### config.mk
export PLATFORM = sky130hd
export DESIGN_NAME = sinc3_decimator_clocking
export DESIGN_NICKNAME = d
export VERILOG_FILES = /design/src/design/sinc3_channel.v /design/src/design/sinc3_decimator_clocking.v
export VERILOG_INCLUDE_DIRS = /design/src /design/src/design
export SDC_FILE = /design/constraint.sdc
export NUM_CORES = 2
export LEC_CHECK = 0
export BUFFER_PORTS_ARGS = -buffer_cell sky130_fd_sc_hd__buf_4
export CORE_ASPECT_RATIO = 0.75
export CORE_MARGIN = 1.5
export CORE_UTILIZATION = 30
export CTS_BUF_LIST = sky130_fd_sc_hd__clkbuf_8
export DETAILED_ROUTE_END_ITERATION = 8
export SETUP_SLACK_MARGIN = 0.2
export SLEW_MARGIN = 20
export SYNTH_ARGS = -nofsm -noshare
export SYNTH_HDL_FRONTEND = slang
export SYNTH_SLANG_ARGS = --single-unit
### constraint.sdc
create_clock -name CLK_SYS -period 15.39 [get_ports CLK_SYS]
set_clock_uncertainty 0.05 [all_clocks]
set_input_delay 3.078 -clock CLK_SYS [delete_from_list [all_inputs] [get_ports CLK_SYS]]
set_output_delay 3.078 -clock CLK_SYS [all_outputs]
set_load 0.1 [all_outputs]
### src/design/sinc3_defines.vh
// constants for the two-channel sinc3 decimator and clocking block
`ifndef SINC3_DEFINES_VH
`define SINC3_DEFINES_VH
// register byte offsets
`define OFS_PRIMARY_CONFIG   8'h00
`define OFS_SECOND_CONFIG    8'h04
`define OFS_THIRD_CONFIG     8'h08
`define OFS_LEADOFF_STATUS   8'h0C
`define OFS_STATUS           8'h10
`define OFS_SAMPLE           8'h14
// field positions
`define PC_DR_LSB            0
`define PC_CLKOUT_EN         5
`define SC_HIGH_REF          5
`define TC_REFBUF_PWR        7
`define LS_CLK_DIV           6
`define CT_START             0
// reset values
`define PRIMARY_RST          8'h02
`define SECOND_RST           8'h80
`define THIRD_RST            8'h00
`define LEADOFF_RST          8'h00
// clock divide
`define DIV_LOW              5'd4
`define DIV_HIGH             5'd16
// settling in output periods
`define SETTLE_PERIODS       2'd3
// saturation codes
`define CODE_POS_FS          16'h7FFF
`define CODE_NEG_FS          16'h8000
`endif

### src/design/sinc3_channel.v
// one channel of third-order sinc decimation with clipping to 16 bits
module sinc3_channel #(
   // must exceed 3*log2(N)+1 bits for the largest ratio so the wrap stays harmless
   parameter ACC_W = 32
) (
   // clock and reset
   input  wire             clk,
   input  wire             rst_n,
   // modulator side
   input  wire             mod_en,
   input  wire             mod_bit,
   // decimation control
   input  wire             dec_tick,
   input  wire [4:0]       shift,
   // result
   output reg  [15:0]      result_q
);
`include "sinc3_defines.vh"
   reg  [ACC_W-1:0] i1_q, i2_q, i3_q;
   reg  [ACC_W-1:0] d1_q, d2_q, d3_q;
   wire [ACC_W-1:0] x = mod_bit ? {{(ACC_W-1){1'b0}}, 1'b1} : {ACC_W{1'b1}};
   wire [ACC_W-1:0] c1 = i3_q - d1_q;
   wire [ACC_W-1:0] c2 = c1 - d2_q;
   wire [ACC_W-1:0] c3 = c2 - d3_q;
   // three guard bits let short ratios scale up before the right shift
   wire signed [ACC_W+2:0] wide   = {c3, 3'b000};
   wire signed [ACC_W+2:0] scaled = wide >>> shift;
   reg  [15:0] clip;

   // saturate beyond full scale
   always @* begin
      if (scaled > $signed({{(ACC_W-12){1'b0}}, 15'h7FFF}))
         clip = `CODE_POS_FS;
      else if (scaled < $signed({{(ACC_W-12){1'b1}}, 15'h0000}))
         clip = `CODE_NEG_FS;
      else
         clip = scaled[15:0];
   end

   // cube of the boxcar: three integrators, three combs
   always @(posedge clk or negedge rst_n) begin
      if (!rst_n) begin
         i1_q     <= {ACC_W{1'b0}};
         i2_q     <= {ACC_W{1'b0}};
         i3_q     <= {ACC_W{1'b0}};
         d1_q     <= {ACC_W{1'b0}};
         d2_q     <= {ACC_W{1'b0}};
         d3_q     <= {ACC_W{1'b0}};
         result_q <= 16'h0000;
      end else begin
         if (mod_en) begin
            i1_q <= i1_q + x;
            i2_q <= i2_q + i1_q;
            i3_q <= i3_q + i2_q;
         end
         if (dec_tick) begin
            d1_q     <= i3_q;
            d2_q     <= c1;
            d3_q     <= c2;
            result_q <= clip;
         end
      end
   end
endmodule // sinc3_channel

### src/design/sinc3_decimator_clocking.v
// two-channel sinc3 decimator with clock selection and reference control
// Function
// RULE_01 - modulator rate is master clock divided by 4 or 16.
// RULE_02 - divisor chosen so modulator clock stays at 128 kHz.
// RULE_03 - each channel filtered by third-order sinc, ratio from rate code.
// RULE_04 - one rate code drives every channel identically.
// RULE_05 - step input needs three output periods to settle.
// RULE_06 - first output after start only after filter settling interval.
// RULE_07 - source pin picks clock; output enable bit drives or floats clock pin.
// RULE_08 - master clock 512 kHz or 2.048 MHz via divide bit 6.
// RULE_09 - divide bit resets to 512 kHz setting.
// RULE_10 - host keeps serial clock at most twice master clock.
// RULE_11 - results are 16-bit twos complement, most significant first.
// RULE_12 - results saturate at 7FFF and 8000.
// RULE_13 - one code step is reference over 2^15-1; zero gives 0000.
// RULE_14 - reference buffer power from bit, off after reset.
// RULE_15 - reference 2.42 V default, 4.033 V when high select set.
// RULE_16 - system should stop external clock while powered down.
// RULE_17 - ready output falls low when new results are available.
// RULE_18 - all channel results of one period latched together.
module sinc3_decimator_clocking #(
   parameter NCH   = 2,
   parameter ACC_W = 32
) (
   // system
   input  wire          CLK_SYS,
   input  wire          RST_N,
   // axi4-lite write address
   input  wire [7:0]    S_AXI_AWADDR,
   input  wire          S_AXI_AWVALID,
   output wire          S_AXI_AWREADY,
   // axi4-lite write data
   input  wire [31:0]   S_AXI_WDATA,
   input  wire [3:0]    S_AXI_WSTRB,
   input  wire          S_AXI_WVALID,
   output wire          S_AXI_WREADY,
   // axi4-lite write response
   output reg  [1:0]    S_AXI_BRESP,
   output reg           S_AXI_BVALID,
   input  wire          S_AXI_BREADY,
   // axi4-lite read address
   input  wire [7:0]    S_AXI_ARADDR,
   input  wire          S_AXI_ARVALID,
   output wire          S_AXI_ARREADY,
   // axi4-lite read data
   output reg  [31:0]   S_AXI_RDATA,
   output reg  [1:0]    S_AXI_RRESP,
   output reg           S_AXI_RVALID,
   input  wire          S_AXI_RREADY,
   // clocking
   input  wire          CLOCK_SOURCE_PIN,
   input  wire          MCLK_EXT,
   input  wire          MCLK_INT,
   input  wire          CLK_PIN_I,
   output reg           CLK_PIN_O,
   output reg           CLK_PIN_OE_N,
   // modulator and conversion
   input  wire          START,
   input  wire [NCH-1:0] MOD_BITS,
   // reference control
   output wire          REFBUF_POWER,
   output wire          HIGH_REFERENCE_SELECT,
   // samples and ready
   output reg  [16*NCH-1:0] SAMPLES,
   output reg           CONVERSION_READY_N
);
`include "sinc3_defines.vh"

   ////////////////////////////////////////////////////////////////////////////
   // registers
   reg [7:0] primary_config_register_q;
   reg [7:0] second_config_register_q;
   reg [7:0] third_config_register_q;
   reg [7:0] leadoff_status_register_q;
   reg       sw_start_q;
   reg       aw_held_q;
   reg       w_held_q;
   reg [7:0] aw_addr_q;
   reg [31:0] w_data_q;
   reg [3:0] w_strb_q;

   wire [2:0] data_rate_code  = primary_config_register_q[`PC_DR_LSB+2:`PC_DR_LSB];
   wire       clk_out_en      = primary_config_register_q[`PC_CLKOUT_EN];
   wire       clk_div_sel     = leadoff_status_register_q[`LS_CLK_DIV];

   // RULE_14 buffer power bit
   assign REFBUF_POWER = third_config_register_q[`TC_REFBUF_PWR];
   // RULE_15 reference level
   assign HIGH_REFERENCE_SELECT = second_config_register_q[`SC_HIGH_REF];

   ////////////////////////////////////////////////////////////////////////////
   // axi4-lite slave
   // no new beat while a response waits, so one write is under way at most
   assign S_AXI_AWREADY = !aw_held_q && !S_AXI_BVALID;
   assign S_AXI_WREADY  = !w_held_q && !S_AXI_BVALID;
   assign S_AXI_ARREADY = !S_AXI_RVALID;

   // a lone address or data beat is parked until its partner arrives
   wire       aw_now = aw_held_q || S_AXI_AWVALID;
   wire       w_now  = w_held_q || S_AXI_WVALID;
   wire [7:0] wa     = aw_held_q ? aw_addr_q : S_AXI_AWADDR;
   wire [31:0] wd    = w_held_q ? w_data_q : S_AXI_WDATA;
   wire [3:0] ws     = w_held_q ? w_strb_q : S_AXI_WSTRB;
   wire       do_wr  = aw_now && w_now && !S_AXI_BVALID;

   // unmapped offsets answer with a slave error and read as zero
   function mapped;
      input [7:0] a;
      begin
         mapped = (a == `OFS_PRIMARY_CONFIG) || (a == `OFS_SECOND_CONFIG) ||
                  (a == `OFS_THIRD_CONFIG) || (a == `OFS_LEADOFF_STATUS) ||
                  (a == `OFS_STATUS) || (a == `OFS_SAMPLE);
      end
   endfunction

   always @(posedge CLK_SYS or negedge RST_N) begin
      if (!RST_N) begin
         aw_held_q <= 1'b0;
         w_held_q  <= 1'b0;
         aw_addr_q <= 8'h00;
         w_data_q  <= 32'h00000000;
         w_strb_q  <= 4'h0;
         S_AXI_BVALID <= 1'b0;
         S_AXI_BRESP  <= 2'b00;
         primary_config_register_q <= `PRIMARY_RST;
         second_config_register_q  <= `SECOND_RST;
         // RULE_14 buffer off at reset
         third_config_register_q   <= `THIRD_RST;
         // RULE_09 512 kHz default
         leadoff_status_register_q <= `LEADOFF_RST;
         sw_start_q <= 1'b0;
      end else begin
         if (S_AXI_AWVALID && S_AXI_AWREADY && !do_wr) begin
            aw_held_q <= 1'b1;
            aw_addr_q <= S_AXI_AWADDR;
         end
         if (S_AXI_WVALID && S_AXI_WREADY && !do_wr) begin
            w_held_q <= 1'b1;
            w_data_q <= S_AXI_WDATA;
            w_strb_q <= S_AXI_WSTRB;
         end
         if (do_wr) begin
            aw_held_q    <= 1'b0;
            w_held_q     <= 1'b0;
            S_AXI_BVALID <= 1'b1;
            S_AXI_BRESP  <= mapped(wa) ? 2'b00 : 2'b10;
            // every writable register fits in eight bits, so only the low lane writes
            if (ws[0]) begin
               case (wa)
                  `OFS_PRIMARY_CONFIG: primary_config_register_q <= wd[7:0];
                  `OFS_SECOND_CONFIG:  second_config_register_q  <= wd[7:0];
                  `OFS_THIRD_CONFIG:   third_config_register_q   <= wd[7:0];
                  `OFS_LEADOFF_STATUS: leadoff_status_register_q <= wd[7:0];
                  `OFS_STATUS:         sw_start_q <= wd[`CT_START];
                  default: ;
               endcase
            end
         end else if (S_AXI_BVALID && S_AXI_BREADY) begin
            S_AXI_BVALID <= 1'b0;
         end
      end
   end

   ////////////////////////////////////////////////////////////////////////////
   // clock selection
   wire ext_mode = !CLOCK_SOURCE_PIN;
   // master clock arrives as a level sampled on CLK_SYS; edges form enables
   // limitation: the master clock must stay well below half the system clock
   reg  mclk_q;
   wire mclk_lvl = ext_mode ? CLK_PIN_I : MCLK_INT;
   wire mclk_rise = mclk_lvl && !mclk_q;

   always @(posedge CLK_SYS or negedge RST_N) begin
      if (!RST_N) begin
         mclk_q       <= 1'b0;
         CLK_PIN_O    <= 1'b0;
         // pin floats in reset so a board clock on it never meets a driver
         CLK_PIN_OE_N <= 1'b1;
      end else begin
         mclk_q       <= mclk_lvl;
         // RULE_07 clock pin direction
         CLK_PIN_O    <= MCLK_INT;
         CLK_PIN_OE_N <= !(CLOCK_SOURCE_PIN && clk_out_en);
      end
   end

   // MCLK_EXT is unused; the external clock is taken from CLK_PIN_I
   wire unused_ext = MCLK_EXT;

   ////////////////////////////////////////////////////////////////////////////
   // modulator rate divider
   reg  [4:0] div_cnt_q;
   // RULE_01 RULE_02 RULE_08 divisor from divide bit
   wire [4:0] div_n   = clk_div_sel ? `DIV_HIGH : `DIV_LOW;
   wire       mod_en  = mclk_rise && (div_cnt_q == div_n - 5'd1);

   always @(posedge CLK_SYS or negedge RST_N) begin
      if (!RST_N)
         div_cnt_q <= 5'd0;
      // a divisor cut mid-count wraps at once instead of running past
      else if (mclk_rise)
         div_cnt_q <= (div_cnt_q >= div_n - 5'd1) ? 5'd0 : div_cnt_q + 5'd1;
   end

   ////////////////////////////////////////////////////////////////////////////
   // decimation ratio per rate code; codes 6 and 7 both give the fastest rate
   reg  [11:0] dec_cnt_q;

   function [11:0] dec_ratio;
      input [2:0] code;
      begin
         case (code)
            3'h0:    dec_ratio = 12'h400;
            3'h1:    dec_ratio = 12'h200;
            3'h2:    dec_ratio = 12'h100;
            3'h3:    dec_ratio = 12'h080;
            3'h4:    dec_ratio = 12'h040;
            3'h5:    dec_ratio = 12'h020;
            default: dec_ratio = 12'h010;
         endcase
      end
   endfunction

   // gain is N cubed; with three guard bits the right shift is 3*log2(N) - 12
   function [4:0] gain_shift;
      input [2:0] code;
      begin
         case (code)
            3'h0:    gain_shift = 5'h12;
            3'h1:    gain_shift = 5'h0F;
            3'h2:    gain_shift = 5'h0C;
            3'h3:    gain_shift = 5'h09;
            3'h4:    gain_shift = 5'h06;
            3'h5:    gain_shift = 5'h03;
            default: gain_shift = 5'h00;
         endcase
      end
   endfunction

   wire [11:0] dec_n    = dec_ratio(data_rate_code);
   wire [4:0]  shift    = gain_shift(data_rate_code);
   wire        dec_tick = mod_en && (dec_cnt_q >= dec_n - 12'h001);

   // start edge restarts the period count
   // START and the software start bit both low stops publishing; the next rise starts settling again
   reg  start_q;
   wire start_lvl  = START || sw_start_q;
   wire start_rise = start_lvl && !start_q;
   reg  running_q;
   reg  [1:0] settle_q;

   always @(posedge CLK_SYS or negedge RST_N) begin
      if (!RST_N) begin
         dec_cnt_q <= 12'h000;
         start_q   <= 1'b0;
         running_q <= 1'b0;
         settle_q  <= 2'd0;
      end else begin
         start_q <= start_lvl;
         if (start_rise) begin
            dec_cnt_q <= 12'h000;
            running_q <= 1'b1;
            settle_q  <= 2'd0;
         end else if (!start_lvl) begin
            running_q <= 1'b0;
         end else if (mod_en) begin
            dec_cnt_q <= dec_tick ? 12'h000 : dec_cnt_q + 12'h001;
            // counter saturates, so every later period publishes
            // RULE_05 RULE_06 hold off three periods
            if (dec_tick && settle_q != `SETTLE_PERIODS)
               settle_q <= settle_q + 2'd1;
         end
      end
   end

   wire publish = running_q && dec_tick && (settle_q == `SETTLE_PERIODS);

   ////////////////////////////////////////////////////////////////////////////
   // channels
   wire [16*NCH-1:0] res;
   genvar g;
   generate
      for (g = 0; g < NCH; g = g + 1) begin : ch
         // RULE_03 RULE_04 RULE_12 RULE_13 shared ratio
         sinc3_channel #(.ACC_W(ACC_W)) u_ch (
            .clk      (CLK_SYS),
            .rst_n    (RST_N),
            .mod_en   (mod_en),
            .mod_bit  (MOD_BITS[g]),
            .dec_tick (dec_tick),
            .shift    (shift),
            .result_q (res[16*g+15:16*g])
         );
      end
   endgenerate

   // one cycle late so channel results are fresh
   // channel registers move on every tick; SAMPLES only on publish
   reg publish_q;
   always @(posedge CLK_SYS or negedge RST_N) begin
      if (!RST_N) begin
         publish_q          <= 1'b0;
         SAMPLES            <= {16*NCH{1'b0}};
         CONVERSION_READY_N <= 1'b1;
      end else begin
         publish_q <= publish;
         if (publish_q) begin
            // RULE_18 RULE_11 latch all words together
            SAMPLES            <= res;
            // RULE_17 ready falls
            CONVERSION_READY_N <= 1'b0;
         end else if (S_AXI_RVALID && S_AXI_RREADY) begin
            // any read handshake acknowledges the ready strobe
            CONVERSION_READY_N <= 1'b1;
         end
      end
   end

   ////////////////////////////////////////////////////////////////////////////
   // read path
   // status: ready, running, external clock, software start
   wire [31:0] status_word = {28'h0000000, CONVERSION_READY_N, running_q, ext_mode, sw_start_q};
   always @(posedge CLK_SYS or negedge RST_N) begin
      if (!RST_N) begin
         S_AXI_RVALID <= 1'b0;
         S_AXI_RDATA  <= 32'h00000000;
         S_AXI_RRESP  <= 2'b00;
      end else if (S_AXI_ARVALID && S_AXI_ARREADY) begin
         S_AXI_RVALID <= 1'b1;
         S_AXI_RRESP  <= mapped(S_AXI_ARADDR) ? 2'b00 : 2'b10;
         case (S_AXI_ARADDR)
            `OFS_PRIMARY_CONFIG: S_AXI_RDATA <= {24'h000000, primary_config_register_q};
            `OFS_SECOND_CONFIG:  S_AXI_RDATA <= {24'h000000, second_config_register_q};
            `OFS_THIRD_CONFIG:   S_AXI_RDATA <= {24'h000000, third_config_register_q};
            `OFS_LEADOFF_STATUS: S_AXI_RDATA <= {24'h000000, leadoff_status_register_q};
            `OFS_STATUS:         S_AXI_RDATA <= status_word;
            `OFS_SAMPLE:         S_AXI_RDATA <= SAMPLES[31:0];
            default:             S_AXI_RDATA <= 32'h00000000;
         endcase
      end else if (S_AXI_RVALID && S_AXI_RREADY) begin
         S_AXI_RVALID <= 1'b0;
      end
   end
endmodule // sinc3_decimator_clocking

# Yosys cells after proc, flatten, opt, wreduce, memory -nomap -nowiden
# Index checks and enable logic that the tools add are counted.
dict set report word_totals {
  regBits 564
  inputBits 66
  out_inout_bits 78
  wordCells 180
}
dict set report op_classes {
  n_addsub 17
  magnitude_cmp 6
  eq_ne 19
  shifts 2
  n_mux 37
  n_reduce_logical 59
}
# op count
set ops {}
lappend ops {{adder 32 bit} 6}
lappend ops {{case mux 32 bit (6 select lines)} 1}
lappend ops {{subtractor 32 bit} 6}
lappend ops {{> comparator 35 x 16 -> 1 bit, second input constant} 2}
lappend ops {{< comparator 35 x 16 -> 1 bit, second input constant} 2}
lappend ops {{>>> shifter 35 x 5 -> 35 bit} 2}
lappend ops {{case mux 11 bit (6 select lines)} 1}
lappend ops {{2-to-1 mux 16 bit} 4}
lappend ops {{2-to-1 mux 32 bit} 2}
lappend ops {{2-to-1 mux 12 bit} 4}
lappend ops {{equality test 8 x 4 -> 1 bit, second input constant} 4}
lappend ops {{equality test 8 x 5 -> 1 bit, second input constant} 4}
lappend ops {{case mux 5 bit (6 select lines)} 1}
lappend ops {{logical AND 1 bit} 19}
lappend ops {{AND reduction 3 bit} 6}
lappend ops {{equality test 8 x 3 -> 1 bit, second input constant} 2}
lappend ops {{logical NOT 8 bit} 2}
lappend ops {{2-to-1 mux 8 bit} 2}
lappend ops {{nonzero test 2 bit} 8}
lappend ops {{2-to-1 mux 1 bit} 14}
lappend ops {{logical OR 1 bit} 13}
lappend ops {{adder 12 x 1 -> 12 bit, second input constant} 1}
lappend ops {{>= comparator 12 bit} 1}
lappend ops {{2-to-1 mux 2 bit} 6}
lappend ops {{16 further kinds} 27}

# Logic depth before layout (Yosys ltp)
dict set report logic_depth {
  word_depth 10
  depth_mapped 48
  mapped_depth_nobuf 45
}

# By module
# From an unflattened synthesis, not the netlist that was laid out.
dict set report hier_totals {
  hier_cells 4943
  hier_area_um2 44057.3
}
# mod instances cells_each area_each_um2 seq_area_each_um2
set by_module_without_submodules {}
lappend by_module_without_submodules {{sinc3_channel at ch[1].u_ch} 1 2244 18899.4 5205.0}
lappend by_module_without_submodules {{sinc3_channel at ch[0].u_ch} 1 2087 18316.3 5205.0}
lappend by_module_without_submodules {sinc3_decimator_clocking 1 612 6841.6 3658.5}

# Worst setup path before layout
# OpenSTA, ideal clock, no wires.
dict set report synth_timing {
  kind {register to register}
  start {reg ch[0].u_ch.i3_q[0]}
  end {reg ch[0].u_ch.result_q[10]}
  setup_ps 77
  arrival_ps 8404
  required_ps 15263
  setup_slack_ps 6859
  path_stages_with_launch 48
  path_buffers 2
  period_less_slack_ps 8531
  cell_sequence {dfrtp_1 -> inv_1 -> ha_1 -> inv_1 -> fa_1 -> a21o_1 -> a21oi_1 -> o21bai_1 -> a21oi_1 -> o21ai_0 -> a21oi_1 -> o21bai_1 -> a2111oi_0 -> o31ai_1 -> o21a_1 -> nor2_1 -> xnor2_1 -> ha_1 -> [12 not listed] -> clkbuf_1 -> a21o_1 -> a21o_1 -> a21oi_1 -> o311ai_0 -> a31oi_1 -> o21ai_1 -> a21o_1 -> a21oi_1 -> xnor2_1 -> xor3_1 -> a221oi_1 -> nand4_1 -> o41ai_1 -> a21o_1 -> buf_2 -> nand2_1 -> a21oi_1}
}
dict set report synth_between {
  elab_chain_len 7
  word_cells_on_any_way 8
  classes_between {add/sub (3); order compare (2); shift (1); mux (2)}
}
# item line_no
set synth_lines {}
lappend synth_lines {{start: declaration} sinc3_channel.v:19} ;# reg [ACC_W-1:0] i1_q, i2_q, i3_q;
lappend synth_lines {{start signal: assignment} sinc3_channel.v:45} ;# i3_q <= {ACC_W{1'b0}};
lappend synth_lines {{start signal: assignment} sinc3_channel.v:54} ;# i3_q <= i3_q + i2_q;
lappend synth_lines {{subtractor 32 bit (*)} sinc3_channel.v:22} ;# wire [ACC_W-1:0] c1 = i3_q - d1_q;
lappend synth_lines {{via ch[0].u_ch.c1[16]} sinc3_channel.v:22}
lappend synth_lines {{subtractor 32 bit (*)} sinc3_channel.v:23} ;# wire [ACC_W-1:0] c2 = c1 - d2_q;
lappend synth_lines {{via ch[0].u_ch.c2[24]} sinc3_channel.v:23}
lappend synth_lines {{subtractor 32 bit (*)} sinc3_channel.v:24} ;# wire [ACC_W-1:0] c3 = c2 - d3_q;
lappend synth_lines {{>>> shifter 35 x 5 -> 35 bit (*)} sinc3_channel.v:27} ;# wire signed [ACC_W+2:0] scaled = wide >>> shift;
lappend synth_lines {{< comparator 35 x 16 -> 1 bit} sinc3_channel.v:34} ;# else if (scaled < $signed({{(ACC_W-12){1'b1}}, 15'h0000}))
lappend synth_lines {{2-to-1 mux 16 bit} sinc3_channel.v:34}
lappend synth_lines {{2-to-1 mux 16 bit (*)} sinc3_channel.v:32} ;# if (scaled > $signed({{(ACC_W-12){1'b0}}, 15'h7FFF}))
lappend synth_lines {{end signal: assignment} sinc3_channel.v:60} ;# result_q <= clip;
lappend synth_lines {{end: declaration} sinc3_channel.v:16} ;# output reg [15:0] result_q
# Mark *: on every way through the listed nets, which the timed path passes. The rest lies on a longest branch.
# A chain may end at the register's enable or synchronous reset.

# Worst setup path in the final report
dict set report layout_timing {
  start {reg ch[0].u_ch.i3_q[0]}
  end {reg ch[0].u_ch.result_q[1]}
}
# Same word-level chain as after synthesis.

==> impl_metrics.ini <==
[floorplan]
rows = 119
floorplan.die.height_um = 330
floorplan.io_pins = 144
design.die.area_um2 = 145000
die_x_um = 439
core_area_um2 = 141000
initial_core_util = 0.304

[worst_hold_path]
hold-path-endpoint = CLK_PIN_OE_N
min_path_cells = 1
min_delay_src = primary_config_register_q[5]
hp-class = flop to flop

[clock_network]
worstSkewPairLatency_ps = 780
path_clk_slew_ps = 60
cts_resized = 0
number_of_hold_repair_buffers_added_at_the_cts_stage = 0
cts-root-buf = clkbuf_8
clock_sinks = 562
cts_tree = yes
cts_post_setup_buffers_inserted = 0
cts_buffers = 105
cts_max_level = 3
max-clock-path-buffers = 3

[synthesis]
seq_area_frac_synth = 0.329
synth-seq-cells = 562
cell_count_after_synthesis = 5178
synth-edff-count = 0
synth.lib_cells_used.distinct = 95
syn_area_per_cell_um2 = 8.26
yosysWarnings = 0
netlist_area_um2 = 42800
asyncSetResetFlopFracSynth = 1.00
postSynth.topFlopCell = dfrtp_1

[timing]
min_period_ps = 10600
final.hold.worst_slack_ps = 365
final_hold_viol_count = 0
timing.setup.tns_ps = 0
slew_viol_final = 0
maxClockFrequency_mhz = 94.3
fin_crit_sh = 0.689
relSlewSlack = 0.271
unrepaired_setup_endpoints_after_global_routing = false
worstMarginPinSlew_ps = 1090
setup-violations-final = 0

[cells_and_area]
final_cell_mix = nand2_1, o21ai_0, dfrtp_1
mostFrequentLayoutCell = nand2_1
share_of_post_route_cells_with_drive_strength_above_1 = 0.0882
area_growth_pct = 11.4
n_fill_cell = 14600
fin_nets = 5707
finish.utilization = 0.338

[power_and_ir_drop]
power_density_nw_per_um2 = 87.0
leakagePower_uw = 0.0229
irDropWorstVdd_mv = 0.0703

[route]
drt-initial-drc-count = 2549
ant_nets = 0
final_routed_wirelength_across_all_metal_layers_um = 106000
drt-pass1-iter-count = 6
dr_vias_cell = 5.06
routed-via-count = 36500
post_drt_wl_per_cell_um = 14.7
drcViolationCount = 0

[placement]
buffer_ports.inserted = 113
place_congestion = 0.907
half_perimeter_wire_length_after_detailed_placement_um = 77000

[worst_setup_path]
critical_path_type = flop to flop
critical_path.slowest_cell = a2111oi_0
r2r-end = ch[0].u_ch.result_q[1]
worst_r2r_startpoint = ch[0].u_ch.i3_q[0]
worstSetupEndpointType = flop
arrival_ps = 11240
ff2ff_path_depth = 45
cp.buffers_inverters = 2
rrSetupSlack_ps = 4790
maximum_fanout_encountered_on_the_critical_timing_path = 16
crit_path_start_kind = flop
crit_required_ps = 16030
cp_slowest_stage_delay_ps = 610
critPathTopFamily = compound AO/OA/AOI/OAI gates

[global_routing]
number_of_antenna_violations_at_the_first_check_in_global_routing = 4
grt-ovfl-total = 0
first_global_vias = 34200
grt_max_degree = 151
grt_first_pass_wirelength_um = 176000
grtUsageTotal = 0.144

[flow_run]
drv_cap = 0

[outcome]
run_status = complete, no violations
[how the worst max path moves through the flow]
stage	end	cells after the start	slack, ps	from
after global placement	ch[0].u_ch.result_q[1]	45	5090	ch[0].u_ch.i3_q[0]
after CTS	ch[0].u_ch.result_q[1]	45	4870	ch[0].u_ch.i3_q[0]
final	ch[0].u_ch.result_q[1]	45	4790	ch[0].u_ch.i3_q[0]
after floorplan	ch[0].u_ch.result_q[10]	47	6860	ch[0].u_ch.i3_q[0]
after global routing	ch[0].u_ch.result_q[1]	45	3770	ch[0].u_ch.i3_q[0]
after detailed placement	ch[0].u_ch.result_q[1]	45	4950	ch[0].u_ch.i3_q[0]
[metal layers]
layer / vias up / wire length (um) / global-route usage
met5: - / 13 / 0
met4: 2 / 1730 / 0.0309
met3: 140 / 5940 / 0.0285
met2: 733 / 42600 / 0.210
met1: 17000 / 55400 / 0.216
li1: 18600 / - / -
[registers in the layout (all words and copies together), names as in the netlist, 12 cells and up]
signal and flops:
SAMPLES 32, ch.u_ch.d1_q 64, ch.u_ch.i2_q 64, ch.u_ch.d2_q 64, ch.u_ch.i1_q 64, dec_cnt_q 12
ch.u_ch.result_q 32, ch.u_ch.i3_q 64, S_AXI_RDATA 32, ch.u_ch.d3_q 64
[per-stage QoR]
step / cells / area, um^2 / power [uW] / setup slack (ps)
after global routing: 7206 / 47700 / 4410 / 3770
after CTS: 7205 / 47700 / 4200 / 4870
after global placement: 7014 / 45600 / 2690 / 5090
after detailed placement: 7014 / 45600 / 2720 / 4950
final: 7207 / 47700 / 4150 / 4790
after floorplan: 5180 / 42800 / 2450 / 6860
[kinds of logic (layout without fill, tap and decap cells)]
family / Yosys count / after routing / synth area share
mux: 143 / 143 / 0.0381
compound gates: 1588 / 1588 / 0.233
flops: 562 / 562 / 0.329
other cells: 2 / 6 / 0.000175
fa+ha+maj: 395 / 395 / 0.118
simple gates: 1665 / 1665 / 0.172
xor+xnor: 317 / 317 / 0.0652
buf+inv: 506 / 656 / 0.0454
[power breakdown]
group	internal [uW]	switching [uW]	total, uW
Clock	768	684	1450
Sequential	1580	92.5	1670
Combinational	386	640	1030
[cell type report]
cell class | instances | area, um^2 | share of cell area
tap | 1875 | 2350 | 0.0492
antenna | 2 | 5.00 | 0.000105
clock inverter | 64 | 352 | 0.00737
multi-input combinational | 4112 | 26800 | 0.563
inverter | 314 | 1180 | 0.0247
timing repair buffer | 151 | 1160 | 0.0243
sequential | 562 | 14100 | 0.295
clock buffer | 127 | 1750 | 0.0367
[cells in the mapped netlist, types with 9 or more instances]
| cell type | number | area share |
|---|---|---|
| a21oi_1 | 345 | 0.040 |
| o31ai_1 | 34 | 0.0060 |
| and2_1 | 34 | 0.0050 |
| fa_1 | 12 | 0.0056 |
| o21bai_1 | 43 | 0.0075 |
| xor2_1 | 138 | 0.028 |
| inv_1 | 311 | 0.027 |
| a31o_2 | 12 | 0.0025 |
| o22ai_2 | 11 | 0.0032 |
| nand2b_1 | 53 | 0.0077 |
| o2111ai_1 | 12 | 0.0025 |
| nand3_1 | 111 | 0.013 |
| a21o_1 | 98 | 0.017 |
| nand2_1 | 787 | 0.069 |
| a31oi_1 | 39 | 0.0057 |
| nor2b_1 | 51 | 0.0075 |
| mux2_2 | 78 | 0.021 |
| o31a_1 | 15 | 0.0031 |
| o211ai_1 | 56 | 0.0098 |
| o21a_1 | 45 | 0.0079 |
| clkbuf_1 | 161 | 0.014 |
| or3_1 | 42 | 0.0061 |
| a41oi_1 | 14 | 0.0029 |
| ha_1 | 383 | 0.11 |
| o2111a_1 | 10 | 0.0026 |
| or2_2 | 23 | 0.0034 |
| nor2_1 | 350 | 0.031 |
| a22oi_1 | 9 | 0.0016 |
| nand4_1 | 15 | 0.0022 |
| a22o_1 | 13 | 0.0027 |
| xnor2_1 | 178 | 0.036 |
| buf_1 | 20 | 0.0018 |
| mux2i_1 | 57 | 0.013 |
| a211o_1 | 19 | 0.0039 |
| and3_1 | 27 | 0.0039 |
| nor4_1 | 15 | 0.0022 |
| nor3_1 | 122 | 0.014 |
| a211oi_1 | 56 | 0.0098 |
| o311ai_0 | 10 | 0.0020 |
| dfrtp_1 | 558 | 0.33 |
| o22ai_1 | 18 | 0.0026 |
| a2111oi_0 | 9 | 0.0018 |
| o41ai_1 | 20 | 0.0041 |
| a21boi_0 | 14 | 0.0025 |
| o21ai_0 | 594 | 0.069 |
[worst reg2reg max path: cells and delay by family, from the launching register on]
kind | cells | cell delay [ps]
adder cells (fa/ha/maj) | 4 | 1280
AND/OR/NAND/NOR | 7 | 1020
buffers and inverters | 2 | 140
XOR/XNOR | 4 | 990
AO/OA/AOI/OAI | 28 | 6670
flip-flops | 1 | 380
Power figures use the tool's default switching activity.
